==> src/frq_defines.svh <==
`ifndef FRQ_DEFINES_SVH
`define FRQ_DEFINES_SVH

// ---------------------------------------------------------------
// Clock and timing
// ---------------------------------------------------------------
`define FRQ_CLK_HZ          10000000
`define FRQ_DELAY_UNIT_S    0.001
`define FRQ_MS_CYC          (`FRQ_CLK_HZ / 1000)
`define FRQ_FORCE_TMO_S     300
`define FRQ_FORCE_TMO_CYC   (64'd300 * 64'd10000000)

// ---------------------------------------------------------------
// Register byte addresses, address width and region codes
// ---------------------------------------------------------------
`define FRQ_CTRL_ADDR       12'h000
`define FRQ_BANKSEL_ADDR    12'h004
`define FRQ_LVBLK_ADDR      12'h008
`define FRQ_STATUS_ADDR     12'h00c
`define FRQ_FREQ_ADDR       12'h010
`define FRQ_INT_STAT_ADDR   12'h014
`define FRQ_INT_MASK_ADDR   12'h018
`define FRQ_FLT_PTR_ADDR    12'h01c
`define FRQ_REG_ADDR_W      12
`define FRQ_RGN_CTRL        6'h00
`define FRQ_RGN_PICKUP      6'h01
`define FRQ_RGN_DELAY       6'h02
`define FRQ_RGN_COUNT       6'h03
`define FRQ_RGN_FAULT       5'h02

// ---------------------------------------------------------------
// Field positions
// ---------------------------------------------------------------
`define FRQ_CTRL_FORCE      0
`define FRQ_CTRL_MODE_LO    1
`define FRQ_CTRL_SCLR_LO    8
`define FRQ_CTRL_TCLR_LO    12
`define FRQ_BS_MAN_LO       0
`define FRQ_BS_ALT_LO       2
`define FRQ_BS_SRC_LO       4
`define FRQ_BS_IDX_LO       7
`define FRQ_BS_ACT_LO       10

// ---------------------------------------------------------------
// Bank select source codes
// ---------------------------------------------------------------
`define FRQ_SRC_NONE        3'h0
`define FRQ_SRC_DI          3'h1
`define FRQ_SRC_VI          3'h2
`define FRQ_SRC_LED         3'h3
`define FRQ_SRC_VO          3'h4

// ---------------------------------------------------------------
// Reset values and trip percent
// ---------------------------------------------------------------
`define FRQ_PICKUP_RST      16'h1388
`define FRQ_DELAY_RST       16'h0064
`define FRQ_LVBLK_RST       8'h0a
`define FRQ_PCT_TRIP        8'h64

`endif

==> src/frq_pkg.sv <==
package frq_pkg;

    typedef enum logic [2:0] {
        FRQ_IDLE  = 3'b001,
        FRQ_START = 3'b010,
        FRQ_TRIP  = 3'b100
    } frq_state_t;

    typedef logic [15:0] frq_word_t;

endpackage

==> src/frq_protection.sv <==
`timescale 1ns/100ps
`include "frq_defines.svh"

// Overview of operation
// [RL1] Measure frequency only with voltage present
// [RL2] Start when frequency crosses stage pick-up
// [RL3] Trip when start outlasts operate delay
// [RL4] Hold adapted frequency without any voltage
// [RL5] Stages one and two select over/under
// [RL6] Block underfrequency below common voltage limit
// [RL7] Stay blocked until pick-up is reached
// [RL8] Four stages, two configurable, two under
// [RL9] Definite operate delay per stage
// [RL10] Four settings banks, selectable active bank
// [RL11] Bank select source: none/DI/VI/LED/VO
// [RL12] Status blocked/start/trip, writable under force; only start and trip are forced, blocked is not
// [RL13] Start and trip counters, clearable
// [RL14] Common force flag, five-minute timeout
// [RL15] Operator password before editing settings; not checked in this block, left to the host software
// [RL16] Keep latest eight fault records
// [RL17] Elapsed delay as percent, 100 is trip
// [RL18] Start drops and timer resets on return
// [RL19] Ninth fault overwrites oldest record
module frq_protection
    import frq_pkg::*;
#(
    parameter logic [63:0] FORCE_TMO_CYC = `FRQ_FORCE_TMO_CYC
) (
    input  wire logic        mclk_in,
    input  wire logic        rst_in,
    input  wire logic        psel_in,
    input  wire logic        penable_in,
    input  wire logic        pwrite_in,
    input  wire logic [11:0] paddr_in,
    input  wire logic [31:0] pwdata_in,
    output logic      [31:0] prdata_out,
    output logic             pready_out,
    output logic             pslverr_out,
    input  wire logic [15:0] freq_in,
    input  wire logic        volt1_present_in,
    input  wire logic        volt2_present_in,
    input  wire logic [7:0]  ull_max_pct_in,
    input  wire logic [31:0] rtc_date_in,
    input  wire logic [31:0] rtc_time_in,
    input  wire logic [7:0]  digital_input_n_in,
    input  wire logic [7:0]  virtual_input_n_in,
    input  wire logic [7:0]  indicator_led_n_in,
    input  wire logic [7:0]  virtual_output_n_in,
    output logic      [3:0]  start_out,
    output logic      [3:0]  trip_out,
    output logic      [3:0]  blocked_out,
    output logic      [1:0]  active_settings_bank_out,
    output logic             force_out,
    output logic             irq_out
);

    // ---------------------------------------------------------------
    // Pin synchronisers
    // ---------------------------------------------------------------
    logic [33:0] sync1_ff;
    logic [33:0] sync2_ff;
    always_ff @(posedge mclk_in or posedge rst_in) begin
        if (rst_in) begin
            sync1_ff <= 34'h0;
            sync2_ff <= 34'h0;
        end else begin
            sync1_ff <= {volt2_present_in, volt1_present_in, virtual_output_n_in,
                         indicator_led_n_in, virtual_input_n_in, digital_input_n_in};
            sync2_ff <= sync1_ff;
        end
    end
    wire logic       volt_any = sync2_ff[33] | sync2_ff[32];
    wire logic [7:0] di_s     = sync2_ff[7:0];
    wire logic [7:0] vi_s     = sync2_ff[15:8];
    wire logic [7:0] led_s    = sync2_ff[23:16];
    wire logic [7:0] vo_s     = sync2_ff[31:24];

    // ---------------------------------------------------------------
    // Registers and APB decode
    // ---------------------------------------------------------------
    logic        force_ff;
    logic [1:0]  under_sel_ff;
    logic [9:0]  banksel_ff;
    logic [7:0]  lvblk_ff;
    logic [7:0]  int_stat_ff;
    logic [7:0]  int_mask_ff;
    frq_word_t   pickup_ff [16];
    frq_word_t   delay_ff  [16];
    logic [15:0] scnt_ff   [4];
    logic [15:0] tcnt_ff   [4];
    logic [31:0] fdate_ff  [8];
    logic [31:0] ftime_ff  [8];
    logic [31:0] finfo_ff  [8];
    logic [2:0]  fptr_ff;
    logic [3:0]  fnum_ff;
    logic [3:0]  frc_start_ff;
    logic [3:0]  frc_trip_ff;
    logic [3:0]  frc_on_ff;
    logic [15:0] freq_ff;
    logic        adapted_ff;
    logic [1:0]  bank_ff;
    logic [63:0] force_cnt_ff;
    logic [31:0] rdata;

    wire logic       setup   = psel_in & ~penable_in;
    wire logic       acc     = psel_in & penable_in & pready_out;
    wire logic       wr      = acc & pwrite_in;
    wire logic       rd      = acc & ~pwrite_in;
    wire logic [5:0] rgn     = paddr_in[11:6];
    wire logic [3:0] rix     = paddr_in[5:2];
    wire logic       in_ctrl = (rgn == `FRQ_RGN_CTRL) & ~rix[3];
    wire logic       in_pick = (rgn == `FRQ_RGN_PICKUP);
    wire logic       in_dly  = (rgn == `FRQ_RGN_DELAY);
    wire logic       in_cnt  = (rgn == `FRQ_RGN_COUNT) & ~rix[3];
    wire logic       in_flt  = (paddr_in[11:7] == `FRQ_RGN_FAULT);
    wire logic       mapped  = in_ctrl | in_pick | in_dly | in_cnt | in_flt;
    wire logic       wr_ctrl = wr & (paddr_in == `FRQ_CTRL_ADDR);
    wire logic       wr_stat = wr & (paddr_in == `FRQ_STATUS_ADDR);
    wire logic       rd_int  = rd & (paddr_in == `FRQ_INT_STAT_ADDR);
    wire logic [3:0] sclr    = wr_ctrl ? pwdata_in[`FRQ_CTRL_SCLR_LO +: 4] : 4'h0;
    wire logic [3:0] tclr    = wr_ctrl ? pwdata_in[`FRQ_CTRL_TCLR_LO +: 4] : 4'h0;
    wire logic [2:0] frec    = paddr_in[6:4];

    always_comb begin
        rdata = 32'h0;
        if (in_ctrl) begin
            case (paddr_in)
                `FRQ_CTRL_ADDR:     rdata = {29'h0, under_sel_ff, force_ff};
                `FRQ_BANKSEL_ADDR:  rdata = {20'h0, bank_ff, banksel_ff};
                `FRQ_LVBLK_ADDR:    rdata = {24'h0, lvblk_ff};
                `FRQ_STATUS_ADDR: begin
                    for (int i = 0; i < 4; i++) begin
                        rdata[i*4 +: 3] = {trip_out[i], start_out[i], blocked_out[i]};
                    end
                end
                `FRQ_FREQ_ADDR:     rdata = {15'h0, adapted_ff, freq_ff};
                `FRQ_INT_STAT_ADDR: rdata = {24'h0, int_stat_ff};
                `FRQ_INT_MASK_ADDR: rdata = {24'h0, int_mask_ff};
                `FRQ_FLT_PTR_ADDR:  rdata = {24'h0, fnum_ff, 1'b0, fptr_ff};
                default:            rdata = 32'h0;
            endcase
        end else if (in_pick) begin
            rdata = {16'h0, pickup_ff[rix]};
        end else if (in_dly) begin
            rdata = {16'h0, delay_ff[rix]};
        end else if (in_cnt) begin
            rdata = {16'h0, rix[2] ? tcnt_ff[rix[1:0]] : scnt_ff[rix[1:0]]};
        end else if (in_flt) begin
            case (paddr_in[3:2])
                2'h0:    rdata = fdate_ff[frec];
                2'h1:    rdata = ftime_ff[frec];
                2'h2:    rdata = finfo_ff[frec];
                default: rdata = 32'h0;
            endcase
        end
    end

    // Answer in the access cycle right after setup; data is latched at setup.
    always_ff @(posedge mclk_in or posedge rst_in) begin
        if (rst_in) begin
            pready_out  <= 1'b0;
            prdata_out  <= 32'h0;
            pslverr_out <= 1'b0;
        end else begin
            pready_out  <= setup;
            prdata_out  <= setup ? rdata : 32'h0;
            pslverr_out <= setup & ~mapped;
        end
    end

    // [RL15] Editable settings. Password checking lives in the host software.
    always_ff @(posedge mclk_in or posedge rst_in) begin
        if (rst_in) begin
            under_sel_ff <= 2'h0;
            banksel_ff   <= 10'h0;
            lvblk_ff     <= `FRQ_LVBLK_RST;
            int_mask_ff  <= 8'h0;
            for (int i = 0; i < 16; i++) begin
                pickup_ff[i] <= `FRQ_PICKUP_RST;
                delay_ff[i]  <= `FRQ_DELAY_RST;
            end
        end else if (wr) begin
            case (paddr_in)
                // [RL5] Over/under selection
                `FRQ_CTRL_ADDR:     under_sel_ff <= pwdata_in[`FRQ_CTRL_MODE_LO +: 2];
                `FRQ_BANKSEL_ADDR:  banksel_ff   <= pwdata_in[9:0];
                `FRQ_LVBLK_ADDR:    lvblk_ff     <= pwdata_in[7:0];
                `FRQ_INT_MASK_ADDR: int_mask_ff  <= pwdata_in[7:0];
                default: begin
                    if (in_pick) begin
                        pickup_ff[rix] <= pwdata_in[15:0];
                    end
                    if (in_dly) begin
                        delay_ff[rix] <= pwdata_in[15:0];
                    end
                end
            endcase
        end
    end

    // ---------------------------------------------------------------
    // Force flag and forced status
    // ---------------------------------------------------------------
    wire logic force_tmo = force_ff & (force_cnt_ff >= FORCE_TMO_CYC - 64'd1);
    always_ff @(posedge mclk_in or posedge rst_in) begin
        if (rst_in) begin
            force_ff     <= 1'b0;
            force_cnt_ff <= 64'h0;
            frc_start_ff <= 4'h0;
            frc_trip_ff  <= 4'h0;
            frc_on_ff    <= 4'h0;
        end else begin
            // [RL14] Force with timeout
            if (wr_ctrl) begin
                force_ff     <= pwdata_in[`FRQ_CTRL_FORCE];
                force_cnt_ff <= 64'h0;
            end else if (force_tmo) begin
                force_ff     <= 1'b0;
            end else if (force_ff) begin
                force_cnt_ff <= force_cnt_ff + 64'd1;
            end
            // [RL12] Status write needs force
            if (!force_ff) begin
                frc_on_ff <= 4'h0;
            end else if (wr_stat) begin
                frc_on_ff <= 4'hf;
                for (int i = 0; i < 4; i++) begin
                    frc_start_ff[i] <= pwdata_in[i*4 + 1];
                    frc_trip_ff[i]  <= pwdata_in[i*4 + 2];
                end
            end
        end
    end

    // ---------------------------------------------------------------
    // Frequency source and settings bank
    // ---------------------------------------------------------------
    wire logic [2:0] src     = banksel_ff[`FRQ_BS_SRC_LO +: 3];
    wire logic [2:0] sidx    = banksel_ff[`FRQ_BS_IDX_LO +: 3];
    // [RL11] Bank source select
    wire logic       src_lvl = (src == `FRQ_SRC_DI)  ? di_s[sidx]  :
                               (src == `FRQ_SRC_VI)  ? vi_s[sidx]  :
                               (src == `FRQ_SRC_LED) ? led_s[sidx] :
                               (src == `FRQ_SRC_VO)  ? vo_s[sidx]  : 1'b0;
    // [RL10] Active bank choice
    wire logic [1:0] nxt_bank = src_lvl ? banksel_ff[`FRQ_BS_ALT_LO +: 2]
                                        : banksel_ff[`FRQ_BS_MAN_LO +: 2];
    logic [13:0] pre_ff;
    wire logic   ms_tick = (pre_ff == 14'(`FRQ_MS_CYC - 1));
    wire logic   lv_low  = ull_max_pct_in < lvblk_ff;

    always_ff @(posedge mclk_in or posedge rst_in) begin
        if (rst_in) begin
            freq_ff    <= 16'h0;
            adapted_ff <= 1'b1;
            bank_ff    <= 2'h0;
            pre_ff     <= 14'h0;
        end else begin
            // [RL1] Measure only with voltage
            if (volt_any) begin
                freq_ff <= freq_in;
            end
            // [RL4] Adapted value held
            adapted_ff <= ~volt_any;
            bank_ff    <= nxt_bank;
            pre_ff     <= ms_tick ? 14'h0 : pre_ff + 14'h1;
        end
    end

    // ---------------------------------------------------------------
    // Four stages
    // ---------------------------------------------------------------
    // [RL8] Four stages, two fixed under
    logic [3:0]  st_start;
    logic [3:0]  st_trip;
    logic [3:0]  st_blk;
    logic [3:0]  ended;
    logic [15:0] elapsed [4];
    genvar s;
    generate
        for (s = 0; s < 4; s++) begin : g_stage
            frq_state_t  state_ff;
            frq_state_t  nxt_state;
            logic [15:0] el_ff;
            logic        latch_ff;
            wire logic [3:0] sel   = {2'(s), bank_ff};
            wire logic [15:0] pk   = pickup_ff[sel];
            wire logic [15:0] dl   = delay_ff[sel];
            wire logic   under     = (s >= 2) ? 1'b1 : under_sel_ff[s % 2];
            // [RL2] Direction-aware pick-up
            wire logic   pick      = under ? (freq_ff < pk) : (freq_ff > pk);
            // [RL6] [RL7] Voltage self blocking
            wire logic   blk       = under & (lv_low | latch_ff);
            wire logic   cond      = pick & ~blk;

            always_comb begin
                case (state_ff)
                    FRQ_IDLE:  nxt_state = cond ? FRQ_START : FRQ_IDLE;
                    // [RL3] [RL9] Definite delay elapsed
                    FRQ_START: nxt_state = !cond ? FRQ_IDLE :
                                           (el_ff > dl) ? FRQ_TRIP : FRQ_START;
                    FRQ_TRIP:  nxt_state = cond ? FRQ_TRIP : FRQ_IDLE;
                    default:   nxt_state = FRQ_IDLE;
                endcase
            end

            always_ff @(posedge mclk_in or posedge rst_in) begin
                if (rst_in) begin
                    state_ff <= FRQ_IDLE;
                    el_ff    <= 16'h0;
                    latch_ff <= 1'b1;
                end else begin
                    state_ff <= nxt_state;
                    // [RL18] Timer restarts on return
                    if (!cond) begin
                        el_ff <= 16'h0;
                    end else if (ms_tick && el_ff != 16'hffff) begin
                        el_ff <= el_ff + 16'h1;
                    end
                    if (lv_low) begin
                        latch_ff <= 1'b1;
                    end else if (freq_ff >= pk) begin
                        latch_ff <= 1'b0;
                    end
                end
            end

            assign st_start[s] = (nxt_state != FRQ_IDLE);
            assign st_trip[s]  = (nxt_state == FRQ_TRIP);
            assign st_blk[s]   = blk;
            assign ended[s]    = (state_ff != FRQ_IDLE) & (nxt_state == FRQ_IDLE);
            assign elapsed[s]  = el_ff;
        end
    endgenerate

    wire logic [3:0] nxt_start = force_ff & frc_on_ff[0] ? frc_start_ff : st_start;
    wire logic [3:0] nxt_trip  = force_ff & frc_on_ff[0] ? frc_trip_ff  : st_trip;
    wire logic [3:0] start_up  = nxt_start & ~start_out;
    wire logic [3:0] trip_up   = nxt_trip  & ~trip_out;

    // ---------------------------------------------------------------
    // Outputs, counters and interrupt
    // ---------------------------------------------------------------
    always_ff @(posedge mclk_in or posedge rst_in) begin
        if (rst_in) begin
            start_out                <= 4'h0;
            trip_out                 <= 4'h0;
            blocked_out              <= 4'h0;
            active_settings_bank_out <= 2'h0;
            force_out                <= 1'b0;
            irq_out                  <= 1'b0;
            int_stat_ff              <= 8'h0;
            for (int i = 0; i < 4; i++) begin
                scnt_ff[i] <= 16'h0;
                tcnt_ff[i] <= 16'h0;
            end
        end else begin
            // [RL12] Reported status
            start_out                <= nxt_start;
            trip_out                 <= nxt_trip;
            blocked_out              <= st_blk;
            active_settings_bank_out <= nxt_bank;
            force_out                <= force_ff;
            irq_out                  <= |(int_stat_ff & int_mask_ff);
            // A new event in the clearing read survives it.
            int_stat_ff <= (rd_int ? 8'h0 : int_stat_ff) | {trip_up, start_up};
            // [RL13] Counters, clear with a new edge loads one
            for (int i = 0; i < 4; i++) begin
                if (start_up[i]) begin
                    scnt_ff[i] <= sclr[i] ? 16'h1 : scnt_ff[i] + 16'h1;
                end else if (sclr[i]) begin
                    scnt_ff[i] <= 16'h0;
                end
                if (trip_up[i]) begin
                    tcnt_ff[i] <= tclr[i] ? 16'h1 : tcnt_ff[i] + 16'h1;
                end else if (tclr[i]) begin
                    tcnt_ff[i] <= 16'h0;
                end
            end
        end
    end

    // ---------------------------------------------------------------
    // Fault log
    // ---------------------------------------------------------------
    // Two stages ending in the same cycle log only the lower one.
    wire logic [1:0]  fst    = ended[0] ? 2'd0 : ended[1] ? 2'd1 : ended[2] ? 2'd2 : 2'd3;
    wire logic [15:0] fdl    = delay_ff[{fst, bank_ff}];
    wire logic [22:0] fprod  = 23'(elapsed[fst]) * 23'd100;
    wire logic [22:0] fquot  = (fdl == 16'h0) ? 23'(`FRQ_PCT_TRIP) : fprod / 23'(fdl);
    // [RL17] Elapsed delay percent
    wire logic [7:0]  fpct   = (state_ff_trip(fst) || fquot >= 23'(`FRQ_PCT_TRIP))
                               ? `FRQ_PCT_TRIP : fquot[7:0];

    function automatic logic state_ff_trip(input logic [1:0] idx);
        state_ff_trip = trip_out[idx];
    endfunction

    always_ff @(posedge mclk_in or posedge rst_in) begin
        if (rst_in) begin
            fptr_ff <= 3'h0;
            fnum_ff <= 4'h0;
            for (int i = 0; i < 8; i++) begin
                fdate_ff[i] <= 32'h0;
                ftime_ff[i] <= 32'h0;
                finfo_ff[i] <= 32'h0;
            end
        end else if (|ended) begin
            // [RL16] [RL19] Ring of eight records
            fdate_ff[fptr_ff] <= rtc_date_in;
            ftime_ff[fptr_ff] <= rtc_time_in;
            finfo_ff[fptr_ff] <= {2'h0, fst, 2'h0, bank_ff, fpct, freq_ff};
            fptr_ff           <= fptr_ff + 3'h1;
            if (fnum_ff != 4'h8) begin
                fnum_ff <= fnum_ff + 4'h1;
            end
        end
    end

endmodule

==> config.mk <==
export PLATFORM = sky130hd
export DESIGN_NAME = frq_protection
export DESIGN_NICKNAME = d
export VERILOG_FILES = /design/src/frq_pkg.sv /design/src/frq_protection.sv
export VERILOG_INCLUDE_DIRS = /design/src
export SDC_FILE = /design/constraint.sdc
export NUM_CORES = 2
export LEC_CHECK = 0
export BUFFER_PORTS_ARGS = -buffer_cell sky130_fd_sc_hd__buf_2
export CORE_MARGIN = 1.5
export CORE_UTILIZATION = 50
export DETAILED_ROUTE_END_ITERATION = 12
export PLACE_DENSITY = 0.74
export SETUP_SLACK_MARGIN = 0.4
export SYNTH_ARGS = -nofsm -noshare
export SYNTH_HDL_FRONTEND = slang
export SYNTH_SLANG_ARGS = --single-unit
==> constraint.sdc <==
create_clock -name mclk_in -period 83.2 [get_ports mclk_in]
set_input_delay 0 -clock mclk_in [delete_from_list [all_inputs] [get_ports mclk_in]]
set_output_delay 0 -clock mclk_in [all_outputs]
set_load 0.005 [all_outputs]
==> flow_summary_export.csv <==
group,metric,value,unit
clocking,cts_buffers,176,
synth,post_synth_edffs,0,
critical_path,critical_path.max_stage_delay,0.95,ns
final_layout,layout-area-overhead-vs-synth,10.9,%
synth,synth.most_common_cell,"sky130_fd_sc_hd__nand2_1",
synth,synth_cell_types,133,
sta,achievable_frequency,13.1,MHz
clocking,ctsRootBufferMaster,"sky130_fd_sc_hd__clkbuf_16",
detailed_routing,route.detailed.vias_per_inst,6.28,
synth,netlist.area_leader.share,36.9,%
status,outcome,"complete, no violations",
sta,part_of_the_cycle_the_worst_path_needs,91.9,%
global_route,grt.total_usage,30.4,%
detailed_routing,wl,335000,µm
placed_design,place_hpwl,222000,µm
clocking,cts.clk_slew.worst_paths,0.06,ns
clocking,cts.sinks,1722,
floorplan,floorplan.initialDensity,50.4,%
placed_design,portBuffers,204,
critical_path,timing.reg2reg.setup_slack,6.76,ns
synth,synthTopCellsByCount,"sky130_fd_sc_hd__nand2_1 (2,535), sky130_fd_sc_hd__dfrtp_1 (1,583), sky130_fd_sc_hd__nor2_1 (747)",
critical_path,most_frequent_cp_cell,"sky130_fd_sc_hd__o21ai_0",
global_route,grt_pass1_vias,89791,
synth,yosys.area_share.adder,5.57,%
critical_path,crit_path_top_delay_cell,"sky130_fd_sc_hd__nor4b_2",
synth,synth_sequential_area_ratio,40.3,%
job,maxCapViolations,0,
detailed_routing,drt_pass1_iterations,9,
floorplan,pin_count,221,
global_route,globalRouteOverflowTotal,0,
synth,synthSimpleGateAreaFrac,17.9,%
clocking,cts-root-to-sink-buffers,3,
hold_path,hold_path.class,"input port to flip-flop",
final_layout,fillerInstances,17545,
critical_path,cp-end-kind,"flip-flop",
floorplan,placement_rows,169,
sta,worst-slew-pin-transition,1.32,ns
global_route,top_usage_layer,"met2",
detailed_routing,drt-wirelength-per-cell,24.0,µm
clocking,tritoncts,"built",
synth,asyncSetResetFlopFracSynth,100,%
synth,post_synth_inst_count,10936,
final_layout,finish.net_count,11661,
final_layout,drive_above_1_share,18.8,%
sta,skew,0.0558,ns
synth,ys_top_cells_by_area,"sky130_fd_sc_hd__dfrtp_1 (37%), sky130_fd_sc_hd__mux4_2 (11%), sky130_fd_sc_hd__nand2_1 (8.9%)",
synth,synth_nets,11576,
global_route,groute.layer.met1.usage,37.5,%
detailed_routing,num_vias,87825,
global_route,grt_antenna_before_repair,20,
global_route,grt_first_pass_wirelength,516000,µm
critical_path,crit_type,"flip-flop to flip-flop",
sta,setup_repair_after_global_routing_missed_its_margin,"false",
synth,synth-main-ff-cell,"sky130_fd_sc_hd__dfrtp_1",
critical_path,worst_ep_arrival_time,77.13,ns
placed_design,place_congestion,0.955,
synth,synth_area_per_cell,9.81,µm²
floorplan,dieArea,217000,µm²
detailed_routing,drc,0,
sta,finalCriticalPeriod,76.44,ns
synth,combinational_family_with_the_most_area_after_synthesis,"multiplexers",
floorplan,placeableCoreArea,213000,µm²
synth,ys_ff_latch,1722,
synth,synth_area_leader_cell,"sky130_fd_sc_hd__dfrtp_1",
clocking,clock_tree.htree_level_count,4,
final_layout,final_core_util,55.9,%
sta,setup_viol,0,
detailed_routing,number_of_drc_markers_after_the_initial_detailed_route_iteration,9157,
clocking,clk-insertion-delay-late,0.84,ns
critical_path,setup.worst_path.start_class,"flip-flop",
global_route,grt_max_degree,186,
sta,final_hold_viol_count,0,
floorplan,fp.dieW,466,µm
sta,slew-limit-headroom,11.6,%
critical_path,largest_fanout_on_the_critical_path,54,
synth,synthXorXnorAreaFrac,3.80,%
synth,synth_compound_gate_area_share,10.0,%
global_route,groute.layer.met3.usage,6.63,%
sta,final_max_slew_viol_count,0,
critical_path,cp_data_required_time,83.89,ns
synth,synthesis.area,107000,µm²
synth,synthMuxAreaShare,19.1,%
sta,setup_total_negative_slack,0,ns
floorplan,die_h,466,µm
global_route,grt.met2_usage,49.2,%
detailed_routing,drt.antenna.violating_nets,0,
synth,synth.yosys.warnings,0,
[logic make-up (layout without fill, tap and decap cells)]
kind of cell | Yosys count | count (layout)
XOR/XNOR | 460 | 460
multiplexers | 1317 | 1317
adder cells (fa/ha/maj) | 471 | 471
AO/OA/AOI/OAI | 1647 | 1647
flip-flops | 1722 | 1722
AND/OR/NAND/NOR | 4378 | 4378
buffers and inverters | 941 | 1161
other | 0 | 10
[layer usage]
layer	vias up	wire, µm
met5	-	43
met4	8	21500
met3	1078	31500
met2	4319	156000
met1	43581	126000
li1	38839	-
[worst max-delay path, delay by kind of cell, from the launching register on]
kind,cells,cell delay [ns]
AOI/OAI and AO/OA,169,33.00
and+or+nand+nor,138,24.81
adders and majority gates,27,8.95
muxes,10,3.28
buffers and inverters,14,2.82
xor gates and xnor gates,10,2.54
DFF,1,0.65
[worst paths after layout]
check,cells after the start,to,startpoint
setup / recovery,368,finfo_ff[80]$_DFFE_PP0P_,active_settings_bank_out[1]$_DFF_PP0_
hold / removal,4,ftime_ff[241]$_DFFE_PP0P_,rtc_time_in[17]
setup reg to reg,368,finfo_ff[80]$_DFFE_PP0P_,active_settings_bank_out[1]$_DFF_PP0_
hold reg to reg,0,sync2_ff[22]$_DFF_PP0_,sync1_ff[22]$_DFF_PP0_
max in group asynchronous,9,ftime_ff[126]$_DFFE_PP0P_,rst_in
min in group asynchronous,4,sync1_ff[10]$_DFF_PP0_,rst_in
[cell type report]
| class | count | area (µm²) | share of cell area [%] |
|---|---|---|---|
| tap | 2821 | 3530 | 2.97 |
| clock inverter | 51 | 661 | 0.555 |
| multi-input combinational | 8273 | 60800 | 51.1 |
| inverter | 289 | 1100 | 0.921 |
| clock buffer | 262 | 5150 | 4.33 |
| antenna | 10 | 25.0 | 0.0210 |
| timing repair buffer | 559 | 4490 | 3.78 |
| sequential | 1722 | 43300 | 36.4 |
[sequential cells by signal, indices dropped and copies added, names as in the netlist, 8 cells and up]
signal	flops
banksel_ff	10
delay_ff	256
fdate_ff	256
finfo_ff	224
force_cnt_ff	64
freq_ff	16
ftime_ff	256
g_stage.el_ff	64
g_stage.state_ff	12
int_mask_ff	8
int_stat_ff	8
lvblk_ff	8
pickup_ff	256
prdata_out	32
pre_ff	14
scnt_ff	64
sync1_ff	34
sync2_ff	34
tcnt_ff	64
[placed cells by master (no fill, tap or decap), types with 70 or more instances in the layout]
master,count
sky130_fd_sc_hd__and2_1,79
sky130_fd_sc_hd__nand3_1,172
sky130_fd_sc_hd__a21o_1,136
sky130_fd_sc_hd__buf_2,199
sky130_fd_sc_hd__mux4_2,517
sky130_fd_sc_hd__nand2_1,2527
sky130_fd_sc_hd__a21oi_1,447
sky130_fd_sc_hd__mux2_2,640
sky130_fd_sc_hd__dfrtp_1,1581
sky130_fd_sc_hd__dfstp_2,139
sky130_fd_sc_hd__inv_1,283
sky130_fd_sc_hd__buf_4,126
sky130_fd_sc_hd__dlygate4sd3_1,214
sky130_fd_sc_hd__o21ai_0,374
sky130_fd_sc_hd__nand4_1,136
sky130_fd_sc_hd__nor2b_1,86
sky130_fd_sc_hd__or3_1,70
sky130_fd_sc_hd__and3_1,80
sky130_fd_sc_hd__xor2_1,240
sky130_fd_sc_hd__mux2i_1,150
sky130_fd_sc_hd__nand2b_1,107
sky130_fd_sc_hd__clkbuf_16,183
sky130_fd_sc_hd__o21a_1,84
sky130_fd_sc_hd__xnor2_1,215
sky130_fd_sc_hd__nor3_1,127
sky130_fd_sc_hd__nor2_1,744
sky130_fd_sc_hd__ha_1,457
[through the flow]
stage	hold slack (ns)	instance area [µm²]	worst slack, ns	std cells
after detailed placement	0.109	111000	2.97	13440
after global placement	0.108	111000	4.70	13440
after floorplan	0.0314	107000	12.14	10936
after CTS	0.0000735	119000	2.64	13967
final	0.00325	119000	6.76	13987
after global routing	0.00371	119000	0.418	13983
[repair_timing]
action | 4_1_cts | 5_1_grt
hold buffers | 214 | 0
gates resized for setup | 0 | 38
hold endpoints to repair | 1250 | 0
setup buffers | 0 | 7
setup endpoints to repair | 0 | 16
Power is left out: the tool's default activity adds up to more than one toggle a clock period on the data nets, which glitch-free logic cannot reach.
